==> config.mk <==
export PLATFORM = sky130hd
export DESIGN_NAME = bojx_exec
export DESIGN_NICKNAME = d
export VERILOG_FILES = /design/src/bojx_pkg.sv /design/src/bojx_exec.sv
export SDC_FILE = /design/constraint.sdc
export NUM_CORES = 1
export LEC_CHECK = 0
export CAP_MARGIN = 15
export CORE_UTILIZATION = 45
export CTS_CLUSTER_SIZE = 30
export DETAILED_ROUTE_END_ITERATION = 8
export DONT_BUFFER_PORTS = 1
export PLACE_DENSITY = 0.62
export SLEW_MARGIN = 5
export SYNTH_ARGS = -nofsm -noshare
export SYNTH_HDL_FRONTEND = slang
export SYNTH_SLANG_ARGS = --single-unit
==> constraint.sdc <==
create_clock -name ref_clk -period 3.6 [get_ports ref_clk]
set_clock_uncertainty 0.15 [all_clocks]
set_input_delay 0.72 -clock ref_clk [delete_from_list [all_inputs] [get_ports ref_clk]]
set_output_delay 0.72 -clock ref_clk [all_outputs]
set_load 0.01 [all_outputs]
==> src/bojx_pkg.sv <==
package bojx_pkg;
    // prefix and opcode bytes
    localparam logic [7:0] BOJX_PFX_BIT   = 8'hCB;
    localparam logic [7:0] BOJX_PFX_IDX1  = 8'hDD;
    localparam logic [7:0] BOJX_PFX_IDX2  = 8'hFD;
    localparam logic [7:0] BOJX_OP_ABS    = 8'hC3;
    localparam logic [7:0] BOJX_OP_REL    = 8'h18;
    localparam logic [7:0] BOJX_OP_RELC   = 8'h38;
    // absolute conditional jump: 11 ccc 010
    localparam logic [1:0] BOJX_ABSC_HI   = 2'h3;
    localparam logic [2:0] BOJX_ABSC_LO   = 3'h2;
    // bit operation groups in the second byte, bits 7:6
    localparam logic [1:0] BOJX_GRP_CLR   = 2'h2;
    localparam logic [1:0] BOJX_GRP_SET   = 2'h3;
    // register code for a memory operand
    localparam logic [2:0] BOJX_REG_MEM   = 3'h6;
    // flag register bit positions
    localparam int BOJX_FLAG_C  = 0;
    localparam int BOJX_FLAG_PV = 2;
    localparam int BOJX_FLAG_Z  = 6;
    localparam int BOJX_FLAG_S  = 7;
    // clock states per machine cycle
    localparam logic [2:0] BOJX_T_FETCH   = 3'h4;
    localparam logic [2:0] BOJX_T_READ    = 3'h3;
    localparam logic [2:0] BOJX_T_ADD     = 3'h5;
    localparam logic [2:0] BOJX_T_INT     = 3'h4;
    // reset values
    localparam logic [15:0] BOJX_PC_RST   = 16'h0000;
    localparam logic [7:0]  BOJX_FLAG_RST = 8'h00;
    // sequencer states
    typedef enum logic [3:0] {
        BOJX_FETCH  = 4'h0,
        BOJX_PFX2   = 4'h1,
        BOJX_DISP   = 4'h3,
        BOJX_OP2    = 4'h2,
        BOJX_ADDC   = 4'h6,
        BOJX_MRD    = 4'h7,
        BOJX_MWR    = 4'h5,
        BOJX_OPLO   = 4'h4,
        BOJX_OPHI   = 4'hC,
        BOJX_RELD   = 4'hD,
        BOJX_RELADD = 4'hF,
        BOJX_REGOP  = 4'hE,
        BOJX_TRAP   = 4'hA
    } bojx_state_e;
endpackage

==> src/bojx_exec.sv <==
// Function
// - indexed second pair bit-set, 23 states
// - bit-clear targets register, pointer, indexed memory
// - register clear: CB, 10 bbb rrr
// - indexed clear DD/FD CB d 10bbb110
// - clear leaves flags, 8/15/23 states
// - absolute jump loads operand, 10 states
// - first operand byte low, second high
// - conditional absolute jump else sequential
// - condition field selects flag and sense
// - conditional absolute 10 states, flags kept
// - relative jump adds displacement, 12 states
// - relative target from opcode, PC plus two
// - carry relative: taken 12, else 7
`timescale 1ns/100ps
`default_nettype none
module bojx_exec
    import bojx_pkg::*;
(
    // clock and reset
    input  wire logic        ref_clk,
    input  wire logic        sys_rst,
    // memory port, at most one access per machine cycle (none while BOJX_RELADD adds)
    output logic      [15:0] memAddr,
    output logic             memRead,
    output logic             memWrite,
    output logic      [7:0]  memWdata,
    input  wire logic [7:0]  memRdata,
    // register file view
    input  wire logic [15:0] pointerPair,
    input  wire logic [15:0] firstIndexPair,
    input  wire logic [15:0] secondIndexPair,
    input  wire logic [7:0]  flagReg,
    input  wire logic [63:0] regBank,
    output logic             regWrite,
    output logic      [2:0]  regSel,
    output logic      [7:0]  regWdata,
    // status
    output logic      [15:0] progCounter,
    output logic             instrDone,
    output logic             illegalOp
);
    // condition test against the flag register
    function automatic logic condHolds(input logic [2:0] cc,
                                       input logic [7:0] f);
        logic bitv;
        bitv = 1'b0;
        case (cc[2:1])
            2'h0:    bitv = f[BOJX_FLAG_Z];
            2'h1:    bitv = f[BOJX_FLAG_C];
            2'h2:    bitv = f[BOJX_FLAG_PV];
            default: bitv = f[BOJX_FLAG_S];
        endcase
        return bitv == cc[0];
    endfunction

    // sign extend and add, modulo 65536
    function automatic logic [15:0] addDisp(input logic [15:0] base,
                                            input logic [7:0]  d);
        return base + {{8{d[7]}}, d};
    endfunction

    bojx_state_e       state, next_state;  // machine cycle
    logic [2:0]        tcnt, next_tcnt;     // clock state within cycle
    logic [2:0]        tlen;                // length of current cycle
    logic [15:0]       pc, next_pc;
    logic [15:0]       ea, next_ea;         // effective address
    logic [7:0]        opc, next_opc;       // first opcode byte
    logic [7:0]        op2, next_op2;       // bit operation byte
    logic [7:0]        lo, next_lo;         // low operand byte
    logic [7:0]        mdat, next_mdat;     // memory operand
    logic              idx, next_idx;       // indexed form
    logic              sel2, next_sel2;     // second index pair
    logic [15:0]       nAddr;
    logic              nRd, nWr, nRegWr, nDone, nIll;
    logic [7:0]        nWdata, nRegWdata, regVal, modVal;
    logic [7:0]        opSel;               // bit operation byte in use
    logic              endCyc;

    // clock states per machine cycle
    always_comb begin
        case (state)
            BOJX_FETCH, BOJX_OP2, BOJX_PFX2: tlen = BOJX_T_FETCH;
            BOJX_ADDC, BOJX_RELADD:          tlen = BOJX_T_ADD;
            BOJX_REGOP:                      tlen = BOJX_T_FETCH;
            BOJX_MRD:  tlen = idx ? BOJX_T_INT : BOJX_T_FETCH;
            default:                         tlen = BOJX_T_READ;
        endcase
    end
    assign endCyc = (tcnt == tlen - 3'h1);

    // byte on the bus while BOJX_OP2 fetches it, the stored byte otherwise (also during BOJX_ADDC)
    assign opSel  = (state == BOJX_OP2) ? memRdata : op2;
    // register operand and the bit modified value
    assign regVal = regBank[opSel[2:0]*8 +: 8];
    always_comb begin
        modVal = (opSel[2:0] == BOJX_REG_MEM) ? mdat : regVal;
        if (opSel[7:6] == BOJX_GRP_SET)
            modVal[opSel[5:3]] = 1'b1;
        else
            modVal[opSel[5:3]] = 1'b0;
    end

    // next state of the sequencer
    always_comb begin
        next_state = state;
        next_tcnt  = endCyc ? 3'h0 : tcnt + 3'h1;
        next_pc    = pc;
        next_ea    = ea;
        next_opc   = opc;
        next_op2   = op2;
        next_lo    = lo;
        next_mdat  = mdat;
        next_idx   = idx;
        next_sel2  = sel2;
        nAddr      = pc;
        nRd        = 1'b0;
        nWr        = 1'b0;
        nWdata     = 8'h00;
        nRegWr     = 1'b0;
        nRegWdata  = 8'h00;
        nDone      = 1'b0;
        nIll       = 1'b0;
        case (state)
            // opcode fetch and first decode
            BOJX_FETCH: begin
                nRd = 1'b1;
                if (endCyc) begin
                    next_pc  = pc + 16'h0001;
                    next_opc = memRdata;
                    next_idx = 1'b0;
                    if (memRdata == BOJX_PFX_BIT) begin
                        next_state = BOJX_OP2;
                    end else if (memRdata == BOJX_PFX_IDX1 ||
                                 memRdata == BOJX_PFX_IDX2) begin
                        next_sel2  = (memRdata == BOJX_PFX_IDX2);
                        next_idx   = 1'b1;
                        next_state = BOJX_PFX2;
                    end else if (memRdata == BOJX_OP_ABS ||
                                 (memRdata[7:6] == BOJX_ABSC_HI &&
                                  memRdata[2:0] == BOJX_ABSC_LO)) begin
                        next_state = BOJX_OPLO;
                    end else if (memRdata == BOJX_OP_REL ||
                                 memRdata == BOJX_OP_RELC) begin
                        next_state = BOJX_RELD;
                    end else begin
                        next_state = BOJX_TRAP;
                    end
                end
            end
            // bit prefix after the index prefix
            BOJX_PFX2: begin
                nRd = 1'b1;
                if (endCyc) begin
                    next_pc    = pc + 16'h0001;
                    next_state = (memRdata == BOJX_PFX_BIT) ?
                                 BOJX_DISP : BOJX_TRAP;
                end
            end
            // displacement byte of an indexed form
            BOJX_DISP: begin
                nRd = 1'b1;
                if (endCyc) begin
                    next_pc    = pc + 16'h0001;
                    next_ea    = addDisp(sel2 ? secondIndexPair :
                                         firstIndexPair, memRdata);
                    next_state = BOJX_ADDC;
                end
            end
            // bit operation byte; indexed forms read it during the
            // five state address add cycle, which keeps them at 23
            BOJX_ADDC, BOJX_OP2: begin
                nRd = 1'b1;
                if (endCyc) begin
                    next_pc  = pc + 16'h0001;
                    next_op2 = memRdata;
                    if (!(memRdata[7:6] == BOJX_GRP_CLR ||
                          (idx && memRdata[7:6] == BOJX_GRP_SET)) ||
                        (idx && memRdata[2:0] != BOJX_REG_MEM))
                        next_state = BOJX_TRAP;
                    else if (memRdata[2:0] == BOJX_REG_MEM) begin
                        if (!idx)
                            next_ea = pointerPair;
                        next_state = BOJX_MRD;
                    end else begin
                        // register form ends with this fetch: 8 states
                        nDone      = 1'b1;
                        nRegWr     = 1'b1;
                        nRegWdata  = modVal;
                        next_state = BOJX_FETCH;
                    end
                end
            end
            // operand read, 4 states
            BOJX_MRD: begin
                nAddr = ea;
                nRd   = 1'b1;
                if (endCyc) begin
                    next_mdat  = memRdata;
                    next_state = BOJX_MWR;
                end
            end
            // modified operand write, flags untouched
            BOJX_MWR: begin
                nAddr  = ea;
                nWr    = 1'b1;
                nWdata = modVal;
                if (endCyc) begin
                    nDone      = 1'b1;
                    next_state = BOJX_FETCH;
                end
            end
            // low operand byte
            BOJX_OPLO: begin
                nRd = 1'b1;
                if (endCyc) begin
                    next_pc    = pc + 16'h0001;
                    next_lo    = memRdata;
                    next_state = BOJX_OPHI;
                end
            end
            // high operand byte and jump decision
            BOJX_OPHI: begin
                nRd = 1'b1;
                if (endCyc) begin
                    nDone      = 1'b1;
                    next_state = BOJX_FETCH;
                    if (opc == BOJX_OP_ABS ||
                        condHolds(opc[5:3], flagReg))
                        next_pc = {memRdata, lo};
                    else
                        next_pc = pc + 16'h0001;
                end
            end
            // relative displacement read
            BOJX_RELD: begin
                nRd = 1'b1;
                if (endCyc) begin
                    next_pc = pc + 16'h0001;
                    next_lo = memRdata;
                    if (opc == BOJX_OP_RELC && !flagReg[BOJX_FLAG_C]) begin
                        nDone      = 1'b1;
                        next_state = BOJX_FETCH;
                    end else
                        next_state = BOJX_RELADD;
                end
            end
            // add displacement to twice advanced counter
            BOJX_RELADD: begin
                if (endCyc) begin
                    nDone      = 1'b1;
                    next_pc    = addDisp(pc, lo);
                    next_state = BOJX_FETCH;
                end
            end
            // unsupported opcode: flag it and go on
            BOJX_TRAP: begin
                nIll       = 1'b1;
                nDone      = 1'b1;
                next_state = BOJX_FETCH;
                next_tcnt  = 3'h0;
            end
            default: begin
                next_state = BOJX_FETCH;
                next_tcnt  = 3'h0;
            end
        endcase
    end

    // registers of the sequencer and outputs
    always_ff @(posedge ref_clk) begin
        if (sys_rst) begin
            state       <= BOJX_FETCH;
            tcnt        <= 3'h0;
            pc          <= BOJX_PC_RST;
            ea          <= 16'h0000;
            opc         <= 8'h00;
            op2         <= 8'h00;
            lo          <= 8'h00;
            mdat        <= 8'h00;
            idx         <= 1'b0;
            sel2        <= 1'b0;
            memAddr     <= BOJX_PC_RST;
            memRead     <= 1'b0;
            memWrite    <= 1'b0;
            memWdata    <= 8'h00;
            regWrite    <= 1'b0;
            regSel      <= 3'h0;
            regWdata    <= 8'h00;
            progCounter <= BOJX_PC_RST;
            instrDone   <= 1'b0;
            illegalOp   <= 1'b0;
        end else begin
            state       <= next_state;
            tcnt        <= next_tcnt;
            pc          <= next_pc;
            ea          <= next_ea;
            opc         <= next_opc;
            op2         <= next_op2;
            lo          <= next_lo;
            mdat        <= next_mdat;
            idx         <= next_idx;
            sel2        <= next_sel2;
            memAddr     <= nAddr;
            memRead     <= nRd;
            memWrite    <= nWr;
            memWdata    <= nWdata;
            regWrite    <= nRegWr;
            regSel      <= next_op2[2:0];
            regWdata    <= nRegWdata;
            progCounter <= next_pc;
            instrDone   <= nDone;
            illegalOp   <= nIll;
        end
    end
endmodule // bojx_exec
`default_nettype wire

-- Word-level counts from Yosys, hierarchy flattened
Index checks and enable logic that the tools add are counted.
W data, S select, Z words.
- flip-flop bits (word level): 110
- output and inout port bits: 56
- logic and storage cells: 169
- add/sub/neg operators: 5
- magnitude comparators: 2
- eq/ne operators: 45
- shift operators: 1
- multiplexer cells: 51
- bitwise operators: 8
- reduce and logical (&&, ||, !) cells: 38
- operator list (operator ; number):
    $mux W16 ; 11
    $shiftx A64 B7 Y8 ; 1
    $mux W4 ; 14
    $pmux W16 S3 ; 1
    $eq A8 B8 Y1 const B ; 5
    $add A16 B16 Y16 ; 2
    $pmux W16 S2 ; 1
    $pmux W4 S8 ; 1
    $mux W8 ; 3
    $ne A2 B2 Y1 const B ; 12
    $eq A4 B4 Y1 const B ; 5
    $add A16 B1 Y16 const B ; 1
    $eq A4 B3 Y1 const B ; 4
    $eq A8 B6 Y1 const B ; 2
    $mux W1 ; 14
    $reduce_or A2 Y1 ; 6
    $reduce_or A11 Y1 ; 1
    $reduce_or A5 Y1 ; 2
    $reduce_or A9 Y1 ; 1
    $and A8 B8 Y8 ; 1
    $eq A2 B2 Y1 const B ; 4
    $eq A4 B2 Y1 const B ; 2
    $eq A8 B5 Y1 const B ; 1
    $not A8 Y8 ; 1
    32 further kinds ; 54

-- Depth between registers and ports, before layout
Gate-level depths: netlist of run 1.
- word-level depth: 12
- mapped depth: 11

-- Least setup slack after synthesis of run 1
Ideal clock, no wire load.
- path type: flip-flop to flip-flop
- from: register sel2
- to: register ea[14]
- data arrival time: 2.810 ns
- slack: 0.519 ns
- stages on the path, launching flop included: 11
- path buffers: 2
- clock period less this slack: 3.081 ns
- cells stage by stage: dfxtp_1 -> clkbuf_1 -> clkbuf_1 -> mux2_2 -> ha_1 -> a21o_1 -> a31o_2 -> a221o_1 -> a21oi_1 -> mux2i_1 -> a21oi_1
- longest elaborated chain between the ends: 4
- RTL lines (what ; RTL line ; RTL):
    start, declared ; bojx_exec.sv:73 ; logic sel2, next_sel2;
    start signal, assigned ; bojx_exec.sv:303 ; sel2 <= next_sel2;
    $mux W16 ; bojx_exec.sv:165 ; next_ea = addDisp(sel2 ? secondIndexPair :
    $add A16 B16 Y16 ; bojx_exec.sv:60 ; return base + {{8{d[7]}}, d};
    $mux W16 ; bojx_exec.sv:163 ; if (endCyc) begin
    $pmux W16 S2 ; bojx_exec.sv:124 ; case (state)
    end signal, assigned ; bojx_exec.sv:297 ; ea <= next_ea;
    end, declared ; bojx_exec.sv:67 ; logic [15:0] ea, next_ea;
Every way passes these cells. The select of a mux whose other input is x is not followed.
A chain may end at the register's enable or synchronous reset.

-- Worst setup path in the final report of run 1
- from: register state[2]
- to: register regWdata[4]
- longest elaborated chain between the ends: 9
- elaborated cells between the ends (all ways): 30
- RTL lines (what ; RTL line ; RTL):
    start, declared ; bojx_exec.sv:63 ; bojx_state_e state, next_state;
    start signal, assigned ; bojx_exec.sv:294 ; state <= next_state;
    $eq A4 B2 Y1 ; bojx_exec.sv:82, bojx_exec.sv:93, bojx_exec.sv:124 ;
    $mux W8 ; bojx_exec.sv:93 ; assign opSel = (state == BOJX_OP2) ? memRdata : op2;
    $lt A3 B4 Y1 (not written as such) or $ge A3 B1 Y1 (tied branches) ; bojx_exec.sv:99, bojx_exec.sv:101 ;
    $logic_and A1 B1 Y1 (not written as such) ; bojx_exec.sv:99, bojx_exec.sv:101 ;
    $mux W1 (not written as such) ; bojx_exec.sv:99, bojx_exec.sv:101 ;
    $demux W1 S3 ; bojx_exec.sv:99, bojx_exec.sv:101 ;
    $not A8 Y8 (no line) ; n/a ;
    $and A8 B8 Y8 (no line) ; n/a ;
    $mux W8 ; bojx_exec.sv:98 ; if (opSel[7:6] == BOJX_GRP_SET)
    end signal, assigned ; bojx_exec.sv:310 ; regWdata <= nRegWdata;
    end, declared ; bojx_exec.sv:37 ; output logic [7:0] regWdata,
Several ways; a longest one is shown, not always the timed one.

==> results.cfg, run 1 <==
[placed_design]
place_inst = 1107
placed_cell_area_mm2 = 0.007775
pre_cts_ws_ns = 0.5380
gp_routability_congestion = 0.8836
place_hpwl_um = 15400
numPortBuffers = 0

[clock_network]
cts_tree = yes
holdBufCountCts = 0
clockRootBuffer = clkbuf_16
ctsResizeCount = 0
post_cts_buffers = 0
clk_pin_slew_ns = 0.08
clockBufferDepth = 2
clkSinkCount = 110
cts_buffers = 9
htreeDepth = 3
clk_latency_ns = 0.37

[detailed_routing]
wl_um = 20990
vias_per_cell = 6.013
ant_nets = 0
drc_errors = 0
drt_iter0_drc = 469
vias = 6765
dr.pass1.iters = 4
routedWlPerCell_um = 18.66

[run]
maxCapViolations = 0

[floorplanning]
rows = 47
die_area_mm2 = 0.01736
core_region_area_mm2 = 0.01652
ioPinCount = 186
start_util_pct = 45.85
die_w_um = 131.8
die_h_um = 131.8

[pwr]
p_clk_share_pct = 34.9
p_comb_share_pct = 22.4
vdd_ir_drop_max_uv = 305.8
p_int_mw = 2.194
p_sw_share_pct = 31.04
p_sw_mw = 0.9877
powerDensity_mw_per_mm2 = 392.3
power_leakage_nw = 3.340
finalPower_mw = 3.182
pwr-share-seq_pct = 42.6

[critical_path]
critical_path_arrival_ns = 3.14
r2r_slack_ns = 0.53
timing.rr.start = state[2]$_SDFFE_PP0P_
cp_cell_sequence = buf_4, nor4b_4, mux2i_4, buf_4, mux2i_1, o22ai_1, nor3_1, nor3_1
worst_setup_path_start_kind = flip-flop
r2r-end = regWdata[4]$_SDFF_PP0_
crit_path_top_delay_cell = mux2i_4
critical_path_class = flip-flop to flip-flop
cp-end-kind = flip-flop
cp.required_ns = 3.67
r2r_cells = 8
cpPeakStageDelay_ns = 0.53
critPathMaxFanout = 16

[timing]
finalSetupViolCount = 0
maxSlewViolCount = 0
slew_headroom_pct = 23.19
min_period_ns = 3.069
tightest_slew_ns = 1.147
finalHoldViolations = 0
setup_ws_ns = 0.5307
post-route-period-util_pct = 85.26
rsz0062_at_grt = false
tns_ns = 0
worst_hold_slack_ns = 0.2622
fmax_ghz = 0.3258

[worst_hold_path]
holdCritPathClass = primary input to flip-flop
min_from = sys_rst
holdPathEnd = ea[0]$_SDFFE_PP0P_
holdPathStages = 1

[logic_synthesis]
syn_area_mm2 = 0.007577
yosysSeqAreaShare_pct = 29.06
synth.area.top_cells = dfxtp_1, mux2i_1, ha_1, nor2_1, a21oi_1
yosysTopAreaCellShare_pct = 29.06
synth.avg_cell_area_um2 = 8.245
syn_inst = 919
synth.distinct_cells = 78
synth-async-reset-ratio_pct = 0
synth_nets = 1083
yosys_register_bits = 110
synth_edf_count = 0
yosys_warnings = 0
synth_top_flop_cell = dfxtp_1
yosysTopAreaCell = dfxtp_1

[global_route]
antenna_found_initial = 2
globalRouteTotalUtil_pct = 24.40
grt_pass1_vias = 6241
grt_max_degree = 73
overflow = 0
grt_pass1_wl_um = 33740

[finish]
fin_nets = 1062
area_growth_syn_to_layout_pct = 7.034
drive_above_1_share_pct = 9.192
finalCoreUtilization_pct = 49.08
final_cells = 1125
final_cell_area_mm2 = 0.008110

[outcome]
status = complete, no violations
critical path, delay by kind of cell (launching register included):
kind | cells | cell delay (ns)
muxes | 2 | 0.79
and+or+nand+nor | 3 | 0.79
AOI/OAI and AO/OA | 1 | 0.11
DFF | 1 | 0.46
buffers and inverters | 2 | 0.63
flip-flops by register name, summed over array words and instances, names as in the netlist, 3 cells and up:
name and count:
tcnt 3, lo 8, state 4, memAddr 16, opc 8, pc 16, ea 16, mdat 8
op2 8, regWdata 8, memWdata 8
layout make-up:
| type | instances | area [um^2] |
|---|---|---|
| Clock buffer | 9 | 225.2 |
| Multi-Input combinational cell | 740 | 5069 |
| Clock inverter | 7 | 105.1 |
| Fill cell | 1609 | 8414 |
| Timing Repair Buffer | 24 | 180.2 |
| Inverter | 13 | 48.80 |
| Sequential cell | 110 | 2202 |
| Antenna cell | 2 | 5.005 |
| Tap cell | 220 | 275.3 |
cells in the final DEF, fill, tap and decap left out, drive strengths merged, types with 27 or more instances in the layout:
| cell | Yosys | routed |
|---|---|---|
| nor3 | 27 | 27 |
| nor2 | 105 | 105 |
| dfxtp | 110 | 110 |
| mux2 | 27 | 27 |
| o21ai | 35 | 35 |
| a21oi | 73 | 73 |
| nand2 | 88 | 88 |
| mux2i | 71 | 71 |
| ha | 32 | 32 |
cells by family (layout without fill, tap and decap cells):
group                      after synthesis  in the layout  synth area share (%)
muxes                                   99             99                 13.69
adders and majority gates               34             34                 5.812
xor gates and xnor gates                36             36                 4.161
other                                    0              2                     0
buffers and inverters                   69             53                 4.210
and+or+nand+nor                        328            328                 20.72
AOI/OAI and AO/OA                      243            243                 22.34
DFF                                    110            110                 29.06
how the worst max path moves through the flow:
stage               cells after the start             startpoint                      to
floorplan                              10      sel2$_SDFFE_PP0P_     ea[14]$_SDFFE_PP0P_
global placement                        9     secondIndexPair[1]     ea[13]$_SDFFE_PP0P_
detailed placement                      8  state[2]$_SDFFE_PP0P_  regWdata[4]$_SDFF_PP0_
CTS                                     8  state[2]$_SDFFE_PP0P_  regWdata[4]$_SDFF_PP0_
global route                           10      sel2$_SDFFE_PP0P_     ea[13]$_SDFFE_PP0P_
finish                                  8  state[2]$_SDFFE_PP0P_  regWdata[4]$_SDFF_PP0_
routing by layer:
metal | vias up | global-route usage (%) | routed length, um
li1 | 3350 | - | -
met1 | 3149 | 32.41 | 9429
met2 | 249 | 39.12 | 9554
met3 | 17 | 6.344 | 1739
met4 | 0 | 6.460 | 271
met5 | - | 0 | 0
cells in the mapped netlist (11+ instances only):
master / n
a211oi_1: 16
nor3_1: 27
nand2_1: 88
nand2b_1: 11
a21o_1: 16
a21oi_1: 72
o22ai_1: 12
ha_1: 32
mux2i_1: 71
o21ai_0: 34
nand3_1: 24
mux2_2: 26
xor2_1: 15
nor2_1: 105
dfxtp_1: 110
o211ai_1: 11
and3_1: 12
inv_1: 12
xnor2_1: 21
clkbuf_1: 39
power groups by stage:
stage	Clock, mW	Sequential [mW]	Combinational [mW]
2_1_floorplan	0	1.36	0.588
3_3_place_gp	0	1.38	0.703
3_5_place_dp	0	1.38	0.707
4_1_cts	1.14	1.36	0.711
5_1_grt	1.19	1.37	0.794
6_report	1.11	1.36	0.714
(Power assumes the default switching activity.)
==> inputs of run 2 (changes only) <==
--- a/config.mk
+++ b/config.mk
@@ -7,6 +7,7 @@
 export LEC_CHECK = 0
 export CAP_MARGIN = 15
 export CORE_UTILIZATION = 45
+export CTS_BUF_LIST = sky130_fd_sc_hd__clkbuf_8
 export CTS_CLUSTER_SIZE = 30
 export DETAILED_ROUTE_END_ITERATION = 8
 export DONT_BUFFER_PORTS = 1
==> run 2 against run 1 <==
  * Utilization is 0.61 points lower
  * Critical path depth did not move
  * Global-route usage up 0.13 points
  * Wire length shrank 0.11%
  * Largest power group unchanged
==> results.cfg, run 2 (synthesis results as in run 1) <==
[pwr]
powerDensity_mw_per_mm2 = 367.7
vdd_ir_drop_max_uv = 189.4
power_leakage_nw = 3.294

[outcome]
status = complete, no violations

[finish]
area_growth_syn_to_layout_pct = 5.697
top_regs = ea x16, memAddr x16, pc x16
most-common-layout-cells = dfxtp_1, nor2_1, nand2_1, a21oi_1, mux2i_1
final_common_cell = dfxtp_1
drive_above_1_share_pct = 9.192
finalCoreUtilization_pct = 48.47
fillers = 1615
fin_nets = 1062
final_cells = 1125

[clock_network]
cts_tree = yes
clkSinkCount = 110
htreeDepth = 3
clockBufferDepth = 2
ctsResizeCount = 0
cts_buffers = 9
post_cts_buffers = 0
clockRootBuffer = clkbuf_8
holdBufCountCts = 0
clk_pin_slew_ns = 0.12
clk_latency_ns = 0.41

[floorplanning]
rows = 47
ioPinCount = 186
die_w_um = 131.8
start_util_pct = 45.85
die_area_mm2 = 0.01736
core_region_area_mm2 = 0.01652
die_h_um = 131.8

[detailed_routing]
vias = 6769
routedWlPerCell_um = 18.64
wl_um = 20970
vias_per_cell = 6.017
drc_errors = 0
drt_iter0_drc = 439
dr.pass1.iters = 5
ant_nets = 0

[timing]
fmax_ghz = 0.3237
maxSlewViolCount = 0
rsz0062_at_grt = false
post-route-period-util_pct = 85.82
finalSetupViolCount = 0
finalHoldViolations = 0
setup_ws_ns = 0.5106
tns_ns = 0
min_period_ns = 3.089
slew_headroom_pct = 23.28
tightest_slew_ns = 1.146

[global_route]
globalRouteTotalUtil_pct = 24.53
grt_pass1_wl_um = 33930
grt_pass1_vias = 6269
overflow = 0
antenna_found_initial = 2
grt_max_degree = 73

[worst_hold_path]
holdCritPathClass = primary input to flip-flop
min_from = sys_rst

[critical_path]
cp-end-kind = flip-flop
worstSetupStartpoint = state[2]$_SDFFE_PP0P_
critPathMaxFanout = 16
critical_path_arrival_ns = 3.21
r2r_slack_ns = 0.51
timing.rr.start = state[2]$_SDFFE_PP0P_
critical_path_class = flip-flop to flip-flop
cp.required_ns = 3.72
worst_setup_path_start_kind = flip-flop

[placed_design]
numPortBuffers = 0
gp_routability_congestion = 0.8836
place_hpwl_um = 15400
place_inst = 1107
pre_cts_ws_ns = 0.5380

[run]
maxCapViolations = 0
## run 2: cell count changes in the layout (fill, tap and decap cells not counted)
cell,previous run,this run
clkbuf_16,9,0
clkbuf_8,0,9
## run 2: worst max-delay path, cell delays in order (launching register included)
cell and delay [ns]:
dfxtp_1 0.48, buf_4 0.28, nor4b_4 0.32, mux2i_4 0.53, buf_4 0.36, mux2i_1 0.26
o22ai_1 0.11, nor3_1 0.34, nor3_1 0.13
## run 2: power by group
part | switching, mW | internal (mW) | leakage (nW)
registers | 0.0889 | 1.27 | 0.888
clock network | 0.471 | 0.404 | 0.118
logic | 0.409 | 0.304 | 2.29
## run 2: cell type report
| cell class | instances | area (um^2) | share of cell area, % |
|---|---|---|---|
| inverter | 13 | 48.80 | 0.6093 |
| antenna | 2 | 5.005 | 0.06249 |
| sequential | 110 | 2202 | 27.50 |
| clock inverter | 7 | 105.1 | 1.312 |
| multi-input combinational | 740 | 5069 | 63.29 |
| clock buffer | 9 | 123.9 | 1.547 |
| tap | 220 | 275.3 | 3.437 |
| timing repair buffer | 24 | 180.2 | 2.250 |
## run 2: metrics by stage
stage	instance area, um^2	hold slack (ns)	power [mW]
floorplan	7577	0.2773	1.946
global placement	7775	0.2828	2.087
detailed placement	7775	0.2867	2.091
CTS	8004	0.2039	2.961
global route	8009	0.1976	3.114
finish	8009	0.2110	2.945
## run 2: final timing paths
| kind | to | cells after the start |
|---|---|---|
| hold reg to reg | memAddr[2]$_SDFF_PP0_ | 2 |
| setup reg to reg | regWdata[4]$_SDFF_PP0_ | 8 |
| setup / recovery | regWdata[4]$_SDFF_PP0_ | 8 |
| hold / removal | ea[0]$_SDFFE_PP0P_ | 1 |
## run 2: per-layer routing
layer  track usage [%]  share of wire [%]  vias to the layer above
met5                 0                  0                        -
met4             7.300                1.8                        0
met3             6.151                7.7                       22
met2             39.12                 45                      244
met1             32.59                 45                     3148
li1                  -                  -                     3355
